**config.mk**
```make
export PLATFORM = sky130hd
export DESIGN_NAME = sxalu_top
export DESIGN_NICKNAME = d
export VERILOG_FILES = /design/src/logic/sxalu_pkg.sv /design/src/logic/sxalu_op_if.sv /design/src/logic/sxalu_calc.sv /design/src/logic/sxalu_top.sv
export SDC_FILE = /design/constraint.sdc
export NUM_CORES = 1
export LEC_CHECK = 0
export BUFFER_PORTS_ARGS = -buffer_cell sky130_fd_sc_hd__buf_2
export CELL_PAD_IN_SITES_DETAIL_PLACEMENT = 1
export CELL_PAD_IN_SITES_GLOBAL_PLACEMENT = 1
export CORE_MARGIN = 2
export CORE_UTILIZATION = 37
export CTS_CLUSTER_DIAMETER = 40
export DETAILED_ROUTE_END_ITERATION = 7
export PLACE_DENSITY = 0.79
export SKIP_CTS_REPAIR_TIMING = 1
export SYNTH_ARGS = -nofsm -noshare
export SYNTH_HDL_FRONTEND = slang
export SYNTH_SLANG_ARGS = --single-unit
export TNS_END_PERCENT = 100
```
**constraint.sdc**
```tcl
create_clock -name clk -period 2.76 [get_ports clk]
set_clock_uncertainty 0.1 [all_clocks]
set_input_delay 0.414 -clock clk [delete_from_list [all_inputs] [get_ports clk]]
set_output_delay 0.414 -clock clk [all_outputs]
set_load 0.03 [all_outputs]
```
**src/logic/sxalu_pkg.sv**
```systemverilog
package sxalu_pkg;
   // Operation select codes from the instruction decoder
   typedef enum logic [2:0] {
      SXALU_OP_NONE,
      SXALU_OP_SUB_ACC_FROM_REG,
      SXALU_OP_XOR_IMMEDIATE,
      SXALU_OP_NIBBLE_SWAP,
      SXALU_OP_XOR_REG
   } sxalu_op_e;
   localparam int SXALU_DATA_W = 8;
   localparam int SXALU_ADDR_W = 7;
   localparam int SXALU_NIB_LO = 0;
   localparam int SXALU_NIB_HI = 4;
   localparam logic [7:0] SXALU_ACC_RST = 8'h00;
   localparam logic SXALU_FLAG_RST = 1'b0;
   localparam logic SXALU_DEST_ACC = 1'b0;
   localparam logic SXALU_DEST_REG = 1'b1;
endpackage

```
**src/logic/sxalu_op_if.sv**
```systemverilog
`timescale 1ns/1ps
// Operands and results passed between the core and its arithmetic unit
interface sxalu_op_if;
   sxalu_pkg::sxalu_op_e op;
   logic [7:0] acc;
   logic [7:0] reg_val;
   logic [7:0] literal;
   logic [7:0] result;
   logic carry;
   logic digit_carry;
   logic zero;
   logic upd_c_dc;
   logic upd_z;
   modport core (output op, acc, reg_val, literal,
                 input result, carry, digit_carry, zero, upd_c_dc, upd_z);
   modport unit (input op, acc, reg_val, literal,
                 output result, carry, digit_carry, zero, upd_c_dc, upd_z);
endinterface

```
**src/logic/sxalu_calc.sv**
```systemverilog
`timescale 1ns/1ps
// Combinational result and flag computation
module sxalu_calc (
   sxalu_op_if.unit io
);
   logic [8:0] diff;
   logic [4:0] ndiff;

   // Borrow-free subtract: bit 8 high means no borrow
   assign diff = {1'b0, io.reg_val} + {1'b0, ~io.acc} + 9'h001;
   assign ndiff = {1'b0, io.reg_val[3:0]} + {1'b0, ~io.acc[3:0]} + 5'h01;

   // Result selection per operation
   always_comb begin
      io.result = 8'h00;
      io.upd_c_dc = 1'b0;
      io.upd_z = 1'b0;
      case (io.op)
         sxalu_pkg::SXALU_OP_SUB_ACC_FROM_REG: begin
            io.result = diff[7:0];
            io.upd_c_dc = 1'b1;
            io.upd_z = 1'b1;
         end
         sxalu_pkg::SXALU_OP_XOR_IMMEDIATE: begin
            io.result = io.acc ^ io.literal;
            io.upd_z = 1'b1;
         end
         sxalu_pkg::SXALU_OP_XOR_REG: begin
            io.result = io.acc ^ io.reg_val;
            io.upd_z = 1'b1;
         end
         sxalu_pkg::SXALU_OP_NIBBLE_SWAP: begin
            io.result = {io.reg_val[3:0], io.reg_val[7:4]};
         end
         default: begin
            io.result = 8'h00;
         end
      endcase
   end

   assign io.carry = diff[8];
   assign io.digit_carry = ndiff[4];
   assign io.zero = (io.result == 8'h00);
endmodule

```
**src/logic/sxalu_top.sv**
```systemverilog
`timescale 1ns/1ps
// What this block does
// - Subtract operation computes register minus accumulator, two's complement, 8 bits.
// - Destination bit zero writes accumulator; one writes back the addressed register.
// - Subtract sets digit carry when accumulator low nibble <= register low nibble.
// - Immediate XOR combines accumulator with literal, result always to accumulator.
// - Nibble swap exchanges register halves, routes by destination, flags untouched.
// - Register XOR combines accumulator with register, routed by destination bit.
module sxalu_top (
   input wire logic clk,
   input wire logic sys_rst,
   input wire logic op_valid,
   input wire sxalu_pkg::sxalu_op_e op_sel,
   input wire logic dest_sel,
   input wire logic [6:0] reg_addr,
   input wire logic [7:0] reg_rdata,
   input wire logic [7:0] literal,
   output logic [7:0] acc_q,
   output logic carry_flag_q,
   output logic digit_carry_flag_q,
   output logic zero_flag_q,
   output logic reg_we_q,
   output logic [6:0] reg_waddr_q,
   output logic [7:0] reg_wdata_q
);
   sxalu_op_if alu_if ();
   logic fire;
   logic to_reg;

   // Operand hookup for the arithmetic unit
   assign alu_if.op = op_valid ? op_sel : sxalu_pkg::SXALU_OP_NONE;
   assign alu_if.acc = acc_q;
   assign alu_if.reg_val = reg_rdata;
   assign alu_if.literal = literal;

   sxalu_calc u_calc (
      .io(alu_if)
   );

   // Immediate XOR ignores the destination bit
   assign fire = op_valid && (op_sel != sxalu_pkg::SXALU_OP_NONE);
   assign to_reg = fire && (dest_sel == sxalu_pkg::SXALU_DEST_REG)
                   && (op_sel != sxalu_pkg::SXALU_OP_XOR_IMMEDIATE);

   // Accumulator update
   always_ff @(posedge clk) begin
      if (sys_rst) begin
         acc_q <= sxalu_pkg::SXALU_ACC_RST;
      end else if (fire && !to_reg) begin
         acc_q <= alu_if.result;
      end
   end

   // File register write-back port
   always_ff @(posedge clk) begin
      if (sys_rst) begin
         reg_we_q <= 1'b0;
         reg_waddr_q <= 7'h00;
         reg_wdata_q <= 8'h00;
      end else begin
         reg_we_q <= to_reg;
         if (to_reg) begin
            reg_waddr_q <= reg_addr;
            reg_wdata_q <= alu_if.result;
         end
      end
   end

   // Status flags
   always_ff @(posedge clk) begin
      if (sys_rst) begin
         carry_flag_q <= sxalu_pkg::SXALU_FLAG_RST;
         digit_carry_flag_q <= sxalu_pkg::SXALU_FLAG_RST;
         zero_flag_q <= sxalu_pkg::SXALU_FLAG_RST;
      end else begin
         if (alu_if.upd_c_dc) begin
            carry_flag_q <= alu_if.carry;
            digit_carry_flag_q <= alu_if.digit_carry;
         end
         if (alu_if.upd_z) begin
            zero_flag_q <= alu_if.zero;
         end
      end
   end

   // Reference results for the checks, kept apart from the datapath
   function automatic logic [7:0] sxalu_ref_sub(input logic [7:0] lhs, input logic [7:0] rhs);
      return 8'(lhs - rhs);
   endfunction

   // Byte with its two halves traded
   function automatic logic [7:0] sxalu_ref_swap(input logic [7:0] val);
      return {val[3:0], val[7:4]};
   endfunction

   // Accepted operation of the wanted kind, outside reset
   function automatic logic sxalu_issued(input logic valid, input logic rst,
         input sxalu_pkg::sxalu_op_e sel, input sxalu_pkg::sxalu_op_e want);
      return valid && !rst && (sel == want);
   endfunction
endmodule

```
# Word level (Yosys, flattened, before mapping)
# Index checks and enable logic that the tools add are counted.
# totals
regBits	27
in_bits	30
wordCells	32
# classes
add_sub_neg	4
n_eq_ne	5
muxes	4
bitwise_logic	4
n_reduce_logical	8
# op_table
cell	n
$pmux W8 S4	1
$xor A8 B8 Y8	2
$add A8 B8 Y9	1
$add A9 B1 Y9 const B	1
$logic_not A8 Y1	1
$not A8 Y8	1
$eq A3 B2 Y1 const B	2
$add A4 B4 Y5	1
$add A5 B1 Y5 const B	1
$logic_and A1 B1 Y1	4
$not A4 Y4	1
$eq A3 B1 Y1 const B	1
$eq A3 B3 Y1 const B	1
$mux W3	1
$ne A3 B2 Y1 const B	1
$reduce_bool A3 Y1	1
$reduce_or A3 Y1	1
$mux W1	2
$logic_not A1 Y1	1

# Longest topological paths before layout
# Gate-level depths: netlist of run 1.
# logic_depth
ltp_word	6
depth_mapped	10
ltp_nobuf	10

# By module
# From an unflattened synthesis of run 1, not the netlist that was laid out.
# hier_totals
hier_cells	233
hier_area_um2	1956.9
# modules_own_cells
mod	instances	cells_per_inst	area_per_inst_um2
sxalu_top	1	116	1053.5
sxalu_calc	1	117	903.4

# Worst setup path after synthesis of run 1
# OpenSTA, ideal clock, no wires.
# synth_path
path_type	register to register
startpoint	register acc_q[2]
endpoint	register zero_flag_q
t_arrival_ns	2.262
required_time_ns	2.543
slack_ns	0.280
path_stages_with_launch	10
synth_period_minus_slack_ns	2.480
cell_sequence	dfxtp_1 inv_1 ha_1 nor2b_1 o31ai_1 and4bb_1 o21ai_1 and3_1 and4_1 a32o_2
# synth_via
elab_chain_cells	5
word_cells_on_any_way	7
classes_between	add/sub (2); mux (1); bitwise (3); reduce/logical (1)
# synth_rtl
element	line_no	source
from (decl)	sxalu_top.sv:18	output logic [7:0] acc_q,
from (signal assigned)	sxalu_top.sv:48	acc_q <= sxalu_pkg::SXALU_ACC_RST;
from (signal assigned)	sxalu_top.sv:50	acc_q <= alu_if.result;
$not A8 Y8	sxalu_calc.sv:10	assign diff = {1'b0, io.reg_val} + {1'b0, ~io.acc} + 9'h001;
$add A8 B8 Y9	sxalu_calc.sv:10	
$add A9 B1 Y9	sxalu_calc.sv:10	
$pmux W8 S4 (*)	sxalu_calc.sv:18	case (io.op)
$logic_not A8 Y1 (*)	sxalu_calc.sv:43	assign io.zero = (io.result == 8'h00);
to (signal assigned)	sxalu_top.sv:74	zero_flag_q <= sxalu_pkg::SXALU_FLAG_RST;
to (signal assigned)	sxalu_top.sv:81	zero_flag_q <= alu_if.zero;
to (decl)	sxalu_top.sv:21	output logic zero_flag_q,
# Every way passes the cells marked *; elsewhere a longest branch is shown, timed or not.
# A chain may end at the register's enable or synchronous reset.

# Worst setup path after layout of run 1
# layout_path
startpoint	register acc_q[0]
endpoint	register zero_flag_q
# The elaborated chain is that of the path after synthesis.

==> impl_metrics.toml, run 1 <==
[critical_path]
slowest_delay_ns = 0.46
path_delay_family = "simple AND/OR/NAND/NOR gates"
path_class = "reg -> reg"
cp_data_required_time_ns = 2.83
path_buf_inv = 0
crit_slowest_cell = "dfxtp_1"
arrival_ns = 2.56
critPathLaunchType = "flip-flop"
cp-end-kind = "flip-flop"
path_max_fanout = 6
path_cells = "ha_1 -> fa_1 -> nor2b_1 -> o31ai_1 -> and4bb_1 -> o21ai_1 -> and3_1 -> and4_1 -> a32o_2"

[yosys]
synth_top_family_by_area = "compound AO/OA/AOI/OAI gates"
ys_top_cells_by_count = "dfxtp_1, nand2_1, nor2_1, a21oi_1, a211oi_1"
postSynthNetCount = 249
synth_edf_count = 0
post-synth-top-count-cell = "dfxtp_1"
synth_cells = 209
synthXorXnorAreaFrac_pct = 3.897
synthArstFlopShare_pct = 0
syn_area_um2 = 1798
ys_warn_count = 0
synthAdderAreaFrac_pct = 7.376
synthMuxAreaShare_pct = 1.113
synth_compound_area_share_pct = 31.18
synth_top_area_share_pct = 30.06
synthDistinctLibCells = 50
ys_ff_latch = 27
syn_area_per_cell_um2 = 8.603
ys.flop_type = "dfxtp_1"
synth_area_leaders = "dfxtp_1, a211oi_1, ha_1"
synthSimpleGateAreaFrac_pct = 19.69
synth_area_leader_cell = "dfxtp_1"
synth-seq-area-share_pct = 30.06

[floorplan]
die_x_um = 73.71
row_count = 25
ios = 57
dieHeight_um = 73.71
fp.dieArea_um2 = 5433
start_util_pct = 38.32
coreArea_um2 = 4692

[pwr]
peakVddDrop_v = 0.0002945
static-leakage-power_nw = 0.9598
power_uw = 991.8
power_density_nw_per_um2 = 455.6

[clocking]
h-tree-depth = 1
clock_latency_ns = 0.27
cts.sinks = 27
cts_tree = "built"
root_buffer = "clkbuf_8"
cts_buffers = 3
cts.path.max_buffers = 2
clk_pin_slew_ns = 0.09

[timing]
whs_ns = 0.2713
min_period_ns = 2.489
setup_violations = 0
fmax_mhz = 401.8
tightest_slew_ns = 0.7499
slew_headroom_pct = 49.78
setup_ws_ns = 0.2713
finalSetupTns_ns = 0
hold_viol_final = 0
slew_viol_final = 0
fin_crit_sh_pct = 90.17
rsz0062_at_grt = "false"

[final_layout]
nets = 305
syn_to_final_growth_pct = 21.09
diodes = 0
drive_above_1_share_pct = 29.17

[placement]
hpwl_um = 4280
portBuffers = 56
gp_congestion = 0.9203
pre_cts_slack_ns = 0.1736

[global_routing]
grt_pass1_vias = 1701
grtUsageTotal_pct = 19.98
overflow = 0
grt_pass1_wl_um = 8452
grt_antenna_before_repair = 0
grt_start_max_net_pins = 24

[detailed_routing]
ant_nets = 0
post-route-drc-count = 0
vias = 1828
via_per_inst = 5.748
wl_per_cell_um = 17.15
firstDrtPassIters = 4
finalWirelength_um = 5455
drt_iter0_markers = 58

[flow_run]
max_cap_violations = 0

[min_path]
hold_path_class = "in -> reg"

[status]
status = "completed"
layer usage:
layer / track usage, % / share of wire [%] / up-vias
met5: 0 / 0 / -
met4: 4.646 / 1.8 / 0
met3: 3.018 / 4.8 / 10
met2: 31.45 / 47 / 60
met1: 28.62 / 46 / 864
li1: - / - / 894
path summary, 6_finish.rpt:
kind	from	endpoint	slack [ns]	cells after the start
min reg2reg	reg_waddr_q[5]	reg_waddr_q[5]	0.35	2
min	reg_addr[5]	reg_waddr_q[5]	0.27	3
max reg2reg	acc_q[0]	zero_flag_q	0.27	9
max	acc_q[0]	zero_flag_q	0.27	9
sequential cells by signal (all words and copies together) (netlist names):
name / count
acc_q: 8
zero_flag_q: 1
carry_flag_q: 1
reg_we_q: 1
digit_carry_flag_q: 1
reg_wdata_q: 8
reg_waddr_q: 7
cell usage in the layout, fill, tap and decap left out, types with 2 or more instances in the layout:
cell and instances:
a211oi_1 15, a21o_1 2, a21oi_1 16, a221o_1 5, a22oi_1 4, and3_1 3, and4_1 2, and4bb_1 2
buf_2 56, buf_4 9, clkbuf_8 3, dfxtp_1 27, ha_1 9, inv_1 10, mux2i_1 2, nand2_1 18
nand4bb_1 2, nor2_1 18, nor2b_1 2, nor3b_1 2, nor3b_2 2, o211ai_1 2, o21a_1 4, o21ai_0 10
o21ai_1 3, o221ai_1 4, o311a_1 3, o31ai_1 2, xnor2_1 4, xor2_1 4
report_power, final:
part	leakage, nW	total [mW]	switching, mW	internal [mW]
combinational	0.713	0.341	0.208	0.134
clock	0.0255	0.221	0.120	0.101
sequential	0.221	0.430	0.0170	0.413
worst min-delay path, stage by stage:
cell     delay (ns)
buf_2          0.09
nand2_1        0.05
a21oi_1        0.05
cell families after synthesis:
logic type / Yosys count
multiplexers: 2
flip-flops: 27
adder cells (fa/ha/maj): 10
AO/OA/AOI/OAI: 78
AND/OR/NAND/NOR: 60
XOR/XNOR: 8
buffers and inverters: 24
through the flow:
step,cells,area [um2],utilization [%]
after global routing,318,2177,46.40
after floorplan,209,1798,-
final,318,2177,46.40
after global placement,314,2131,45.41
after detailed placement,314,2131,45.41
after CTS,318,2177,46.40
cell type report:
cell class | instances | area [um2]
Tap cell | 54 | 67.56
Clock inverter | 1 | 5.005
Sequential cell | 27 | 540.5
Timing Repair Buffer | 65 | 347.8
Fill cell | 593 | 2515
Multi-Input combinational cell | 158 | 1137
Clock buffer | 3 | 41.29
Inverter | 10 | 37.54
Power figures use the tool's default switching activity.
==> inputs of run 2 (changes only) <==
- CORE_MARGIN: 2 -> 3
==> run 2 against run 1 <==
  * Setup slack got worse by 0.019 ns
  * Power fell by 0.22%
  * Non-clock buffer count fell by 2
  * Global-route usage decreased by 1.2 points
  * Via count fell by 2.3%
  * Cell count increased by 2.8%
  * Sequential share of layout area about the same
  * Utilization is 1.6 points higher
  * Register-to-register slack got worse by 0.02 ns
  * Die area rose by 5.5%
  * Fmax is 0.77% lower
  * Combinational power down 2%
  * Critical path type unchanged
  * Critical endpoint unchanged
  * Largest cell class unchanged
==> impl_metrics.toml, run 2 (same netlist as run 1, synthesis figures left out) <==
[status]
status = "completed"

[placement]
hpwl_um = 4218
portBuffers = 56
post_dp_cell_area_um2 = 2130
gp_congestion = 0.9389

[critical_path]
slowest_delay_ns = 0.45
r2r_cells = 9
crit_slowest_cell = "dfxtp_1"
r2r_slack_ns = 0.25
cp_data_required_time_ns = 2.83
cp-end-kind = "flip-flop"
path_cells = "ha_1 -> fa_1 -> nor2b_1 -> o31ai_1 -> and4bb_1 -> o21ai_1 -> and3_1 -> and4_1 -> a32o_2"
path_max_fanout = 6
critPathLaunchType = "flip-flop"
arrival_ns = 2.58
path_class = "reg -> reg"

[detailed_routing]
wl_per_cell_um = 16.55
finalWirelength_um = 5413
drt_iter0_markers = 70
post-route-drc-count = 0
ant_nets = 0
via_per_inst = 5.462
firstDrtPassIters = 4
vias = 1786

[global_routing]
grt_antenna_before_repair = 0
grt_pass1_wl_um = 8349
grtUsageTotal_pct = 18.82
grt_pass1_vias = 1652
overflow = 0
grt_start_max_net_pins = 25

[final_layout]
fin_area_um2 = 2178
syn_to_final_growth_pct = 21.16
reg_top3 = "acc_q: 8 flops, reg_wdata_q: 8 flops, reg_waddr_q: 7 flops"
diodes = 0
drive_above_1_share_pct = 28.63
nets = 303
mostFrequentLayoutCells = "buf_2, dfxtp_1, nand2_1, nor2_1, a21oi_1"
final_common_cell = "buf_2"

[pwr]
static-leakage-power_nw = 0.9455
power_density_nw_per_um2 = 454.3
peakVddDrop_v = 0.0002386

[timing]
setup_violations = 0
slew_headroom_pct = 52.28
hold_viol_final = 0
fmax_mhz = 398.7
tightest_slew_ns = 0.7127
rsz0062_at_grt = "false"
slew_viol_final = 0
min_period_ns = 2.508
finalSetupTns_ns = 0
fin_crit_sh_pct = 90.87

[floorplan]
die_x_um = 75.71
coreArea_um2 = 4534
start_util_pct = 39.65
ios = 57
dieHeight_um = 75.71
row_count = 24
fp.dieArea_um2 = 5732

[clocking]
clock_latency_ns = 0.27
cts_buffers = 3
root_buffer = "clkbuf_8"
h-tree-depth = 1
cts.sinks = 27
cts_tree = "built"
cts.path.max_buffers = 2
clk_pin_slew_ns = 0.09

[min_path]
hold_path_class = "in -> reg"
hold_depth = 3

[flow_run]
max_cap_violations = 0
run 2: changes by cell type in the layout (fill, tap and decap cells not counted), sizes merged:
cell | previous run | this run
buf | 65 | 63
clkinv | 1 | 0
clkinvlp | 0 | 1
run 2: where the power goes:
group	internal, mW	switching [mW]	total [mW]
logic	0.131	0.204	0.335
registers	0.413	0.0186	0.431
clock network	0.102	0.121	0.223
run 2: area by class of cell:
| cell class | instances | area, um2 |
|---|---|---|
| clock inverter | 1 | 7.507 |
| inverter | 10 | 37.54 |
| multi-input combinational | 158 | 1137 |
| tap | 65 | 81.33 |
| clock buffer | 3 | 41.29 |
| fill | 562 | 2356 |
| sequential | 27 | 540.5 |
| timing repair buffer | 63 | 332.8 |
run 2: routing by layer:
layer  up-vias  share of wire (%)  global-route usage (%)
li1        886                  -                       -
met1       854                 45                   26.38
met2        42                 49                   31.93
met3         4                4.5                   1.979
met4         0               0.98                   2.718
met5         -                  0                       0
run 2: worst paths after layout:
kind | start | to
setup / recovery | acc_q[0] | zero_flag_q
hold / removal | reg_addr[2] | reg_waddr_q[2]
setup reg to reg | acc_q[0] | zero_flag_q
hold reg to reg | reg_waddr_q[0] | reg_waddr_q[0]
run 2: worst max-delay path: cells and delay by family (launching register included):
| kind | cells | cell delay, ns |
|---|---|---|
| AND/OR/NAND/NOR | 4 | 0.72 |
| AO/OA/AOI/OAI | 3 | 0.70 |
| flip-flops | 1 | 0.45 |
| adder cells (fa/ha/maj) | 2 | 0.44 |
run 2: stage by stage:
step	power, mW	setup slack (ns)	util (%)	std cells	hold WS (ns)
3_5_place_dp	0.7751	0.1227	46.96	323	0.3465
6_report	0.9897	0.2520	48.04	327	0.2734
3_3_place_gp	0.7676	0.2126	46.96	323	0.3397
5_1_grt	1.048	0.07879	48.04	327	0.2658
4_1_cts	1.000	0.2701	48.04	327	0.2661
2_1_floorplan	0.6682	0.2802	-	209	0.4500
==> inputs of run 3 (changes only) <==
==> constraint.sdc (replaced) <==
create_clock -name clk -period 2.76 [get_ports clk]
set_clock_uncertainty 0.1 [all_clocks]
set_input_delay 0.552 -clock clk [delete_from_list [all_inputs] [get_ports clk]]
set_output_delay 0.552 -clock clk [all_outputs]
set_load 0.03 [all_outputs]
==> run 3 against run 2 <==
  * Critical path depth unchanged
  * Sequential power about the same
  * Power grew 1.3%
  * Hold slack better by 0.082 ns
  * Die area is the same
  * Non-clock buffer count increased by 5
  * Utilization increased by 0.77 points
  * Cell count increased by 1.5%
  * Cell area rose by 1.6%
  * Via count rose by 2.2%
  * Sequential share of layout area down 0.39 points
  * Register-to-register slack lost 0.02 ns
  * Critical endpoint unchanged
  * Largest power group unchanged
==> impl_metrics.toml, run 3 (same netlist as run 1, synthesis figures left out) <==
[status]
status = "completed"

[floorplan]
row_count = 24
start_util_pct = 39.65
die_x_um = 75.71
dieHeight_um = 75.71
coreArea_um2 = 4534
fp.dieArea_um2 = 5732
ios = 57

[detailed_routing]
ant_nets = 0
vias = 1825
finalWirelength_um = 5538
post-route-drc-count = 0
wl_per_cell_um = 16.68
drt_iter0_markers = 63
firstDrtPassIters = 4
via_per_inst = 5.497

[timing]
rsz0062_at_grt = "false"
tightest_slew_ns = 0.6876
fin_crit_sh_pct = 91.64
hold_viol_final = 0
slew_viol_final = 0
finalSetupTns_ns = 0
min_period_ns = 2.529
setup_violations = 0
slew_headroom_pct = 53.96
fmax_mhz = 395.4

[clocking]
clk_pin_slew_ns = 0.09
cts_buffers = 3
cts.sinks = 27
clock_latency_ns = 0.27
cts.path.max_buffers = 2
cts_tree = "built"
h-tree-depth = 1
root_buffer = "clkbuf_8"

[global_routing]
grt_antenna_before_repair = 0
grt_start_max_net_pins = 25
grt_pass1_wl_um = 8597
grtUsageTotal_pct = 19.93
overflow = 0
grt_pass1_vias = 1671

[pwr]
static-leakage-power_nw = 0.9720
peakVddDrop_v = 0.0003499
power_density_nw_per_um2 = 452.7

[final_layout]
mostFrequentLayoutCells = "buf_2, dfxtp_1, nand2_1, nor2_1, a21oi_1"
fin_util_pct = 48.81
syn_to_final_growth_pct = 23.10
diodes = 0
drive_above_1_share_pct = 29.96
nets = 308
final_common_cell = "buf_2"
reg_top3 = "acc_q: 8 flops, reg_wdata_q: 8 flops, reg_waddr_q: 7 flops"

[critical_path]
path_max_fanout = 6
path_cells = "ha_1 -> fa_1 -> nor2b_1 -> o31ai_1 -> and4bb_1 -> o21ai_1 -> and3_1 -> and4_1 -> a32o_2"
slowest_delay_ns = 0.45
arrival_ns = 2.61
critPathLaunchType = "flip-flop"
cp_data_required_time_ns = 2.84
path_class = "reg -> reg"
cp-end-kind = "flip-flop"
crit_slowest_cell = "dfxtp_1"

[placement]
hpwl_um = 4392
portBuffers = 56
gp_congestion = 0.9095

[flow_run]
max_cap_violations = 0

[min_path]
hold_path_class = "reg -> reg"
run 3: changes by cell type in the layout (fill, tap and decap cells not counted), sizes merged:
cell	before	now
buf	63	68
clkinvlp	1	0
clkinv	0	1
run 3: worst max-delay path: cells and delay by family, from the launching register on:
kind                       cells  cell delay (ns)
and+or+nand+nor                4             0.74
adders and majority gates      2             0.45
DFF                            1             0.45
AOI/OAI and AO/OA              3             0.70
run 3: worst paths after layout:
path                  startpoint        endpoint  slack, ns  cells past startpoint
setup reg to reg        acc_q[0]     zero_flag_q       0.23                      9
hold reg to reg   reg_waddr_q[3]  reg_waddr_q[3]       0.36                      2
hold / removal    reg_waddr_q[3]  reg_waddr_q[3]       0.36                      2
setup / recovery        acc_q[0]     zero_flag_q       0.23                      9
run 3: cell type report:
| class | instances | area, um2 |
|---|---|---|
| tap | 65 | 81.33 |
| timing repair buffer | 68 | 370.4 |
| sequential | 27 | 540.5 |
| multi-input combinational | 158 | 1137 |
| fill | 574 | 2321 |
| clock inverter | 1 | 5.005 |
| clock buffer | 3 | 41.29 |
| inverter | 10 | 37.54 |
run 3: stage by stage:
step	hold slack (ns)	total power [mW]	instance area (um2)	std cells	setup slack, ns
6_report	0.3551	1.002	2213	332	0.2308
3_3_place_gp	0.3396	0.7753	2167	328	0.08989
3_5_place_dp	0.3453	0.7848	2167	328	-0.03608
4_1_cts	0.3588	1.010	2213	332	0.2233
5_1_grt	0.3806	1.061	2213	332	0.04658
2_1_floorplan	0.4846	0.6682	1798	209	0.2802
run 3: where the power goes:
part	leakage, nW	switching [mW]	total [mW]	internal, mW
registers	0.221	0.0182	0.431	0.413
logic	0.725	0.207	0.345	0.138
clock network	0.0255	0.124	0.226	0.101
total	0.972	0.350	1.00	0.652
run 3: routing by layer:
metal | vias up | GRT usage [%] | routed length, um
met5 | - | 0 | 0
met4 | 0 | 7.379 | 157
met3 | 13 | 1.979 | 206
met2 | 47 | 31.83 | 2631
met1 | 866 | 27.81 | 2543
li1 | 899 | - | -
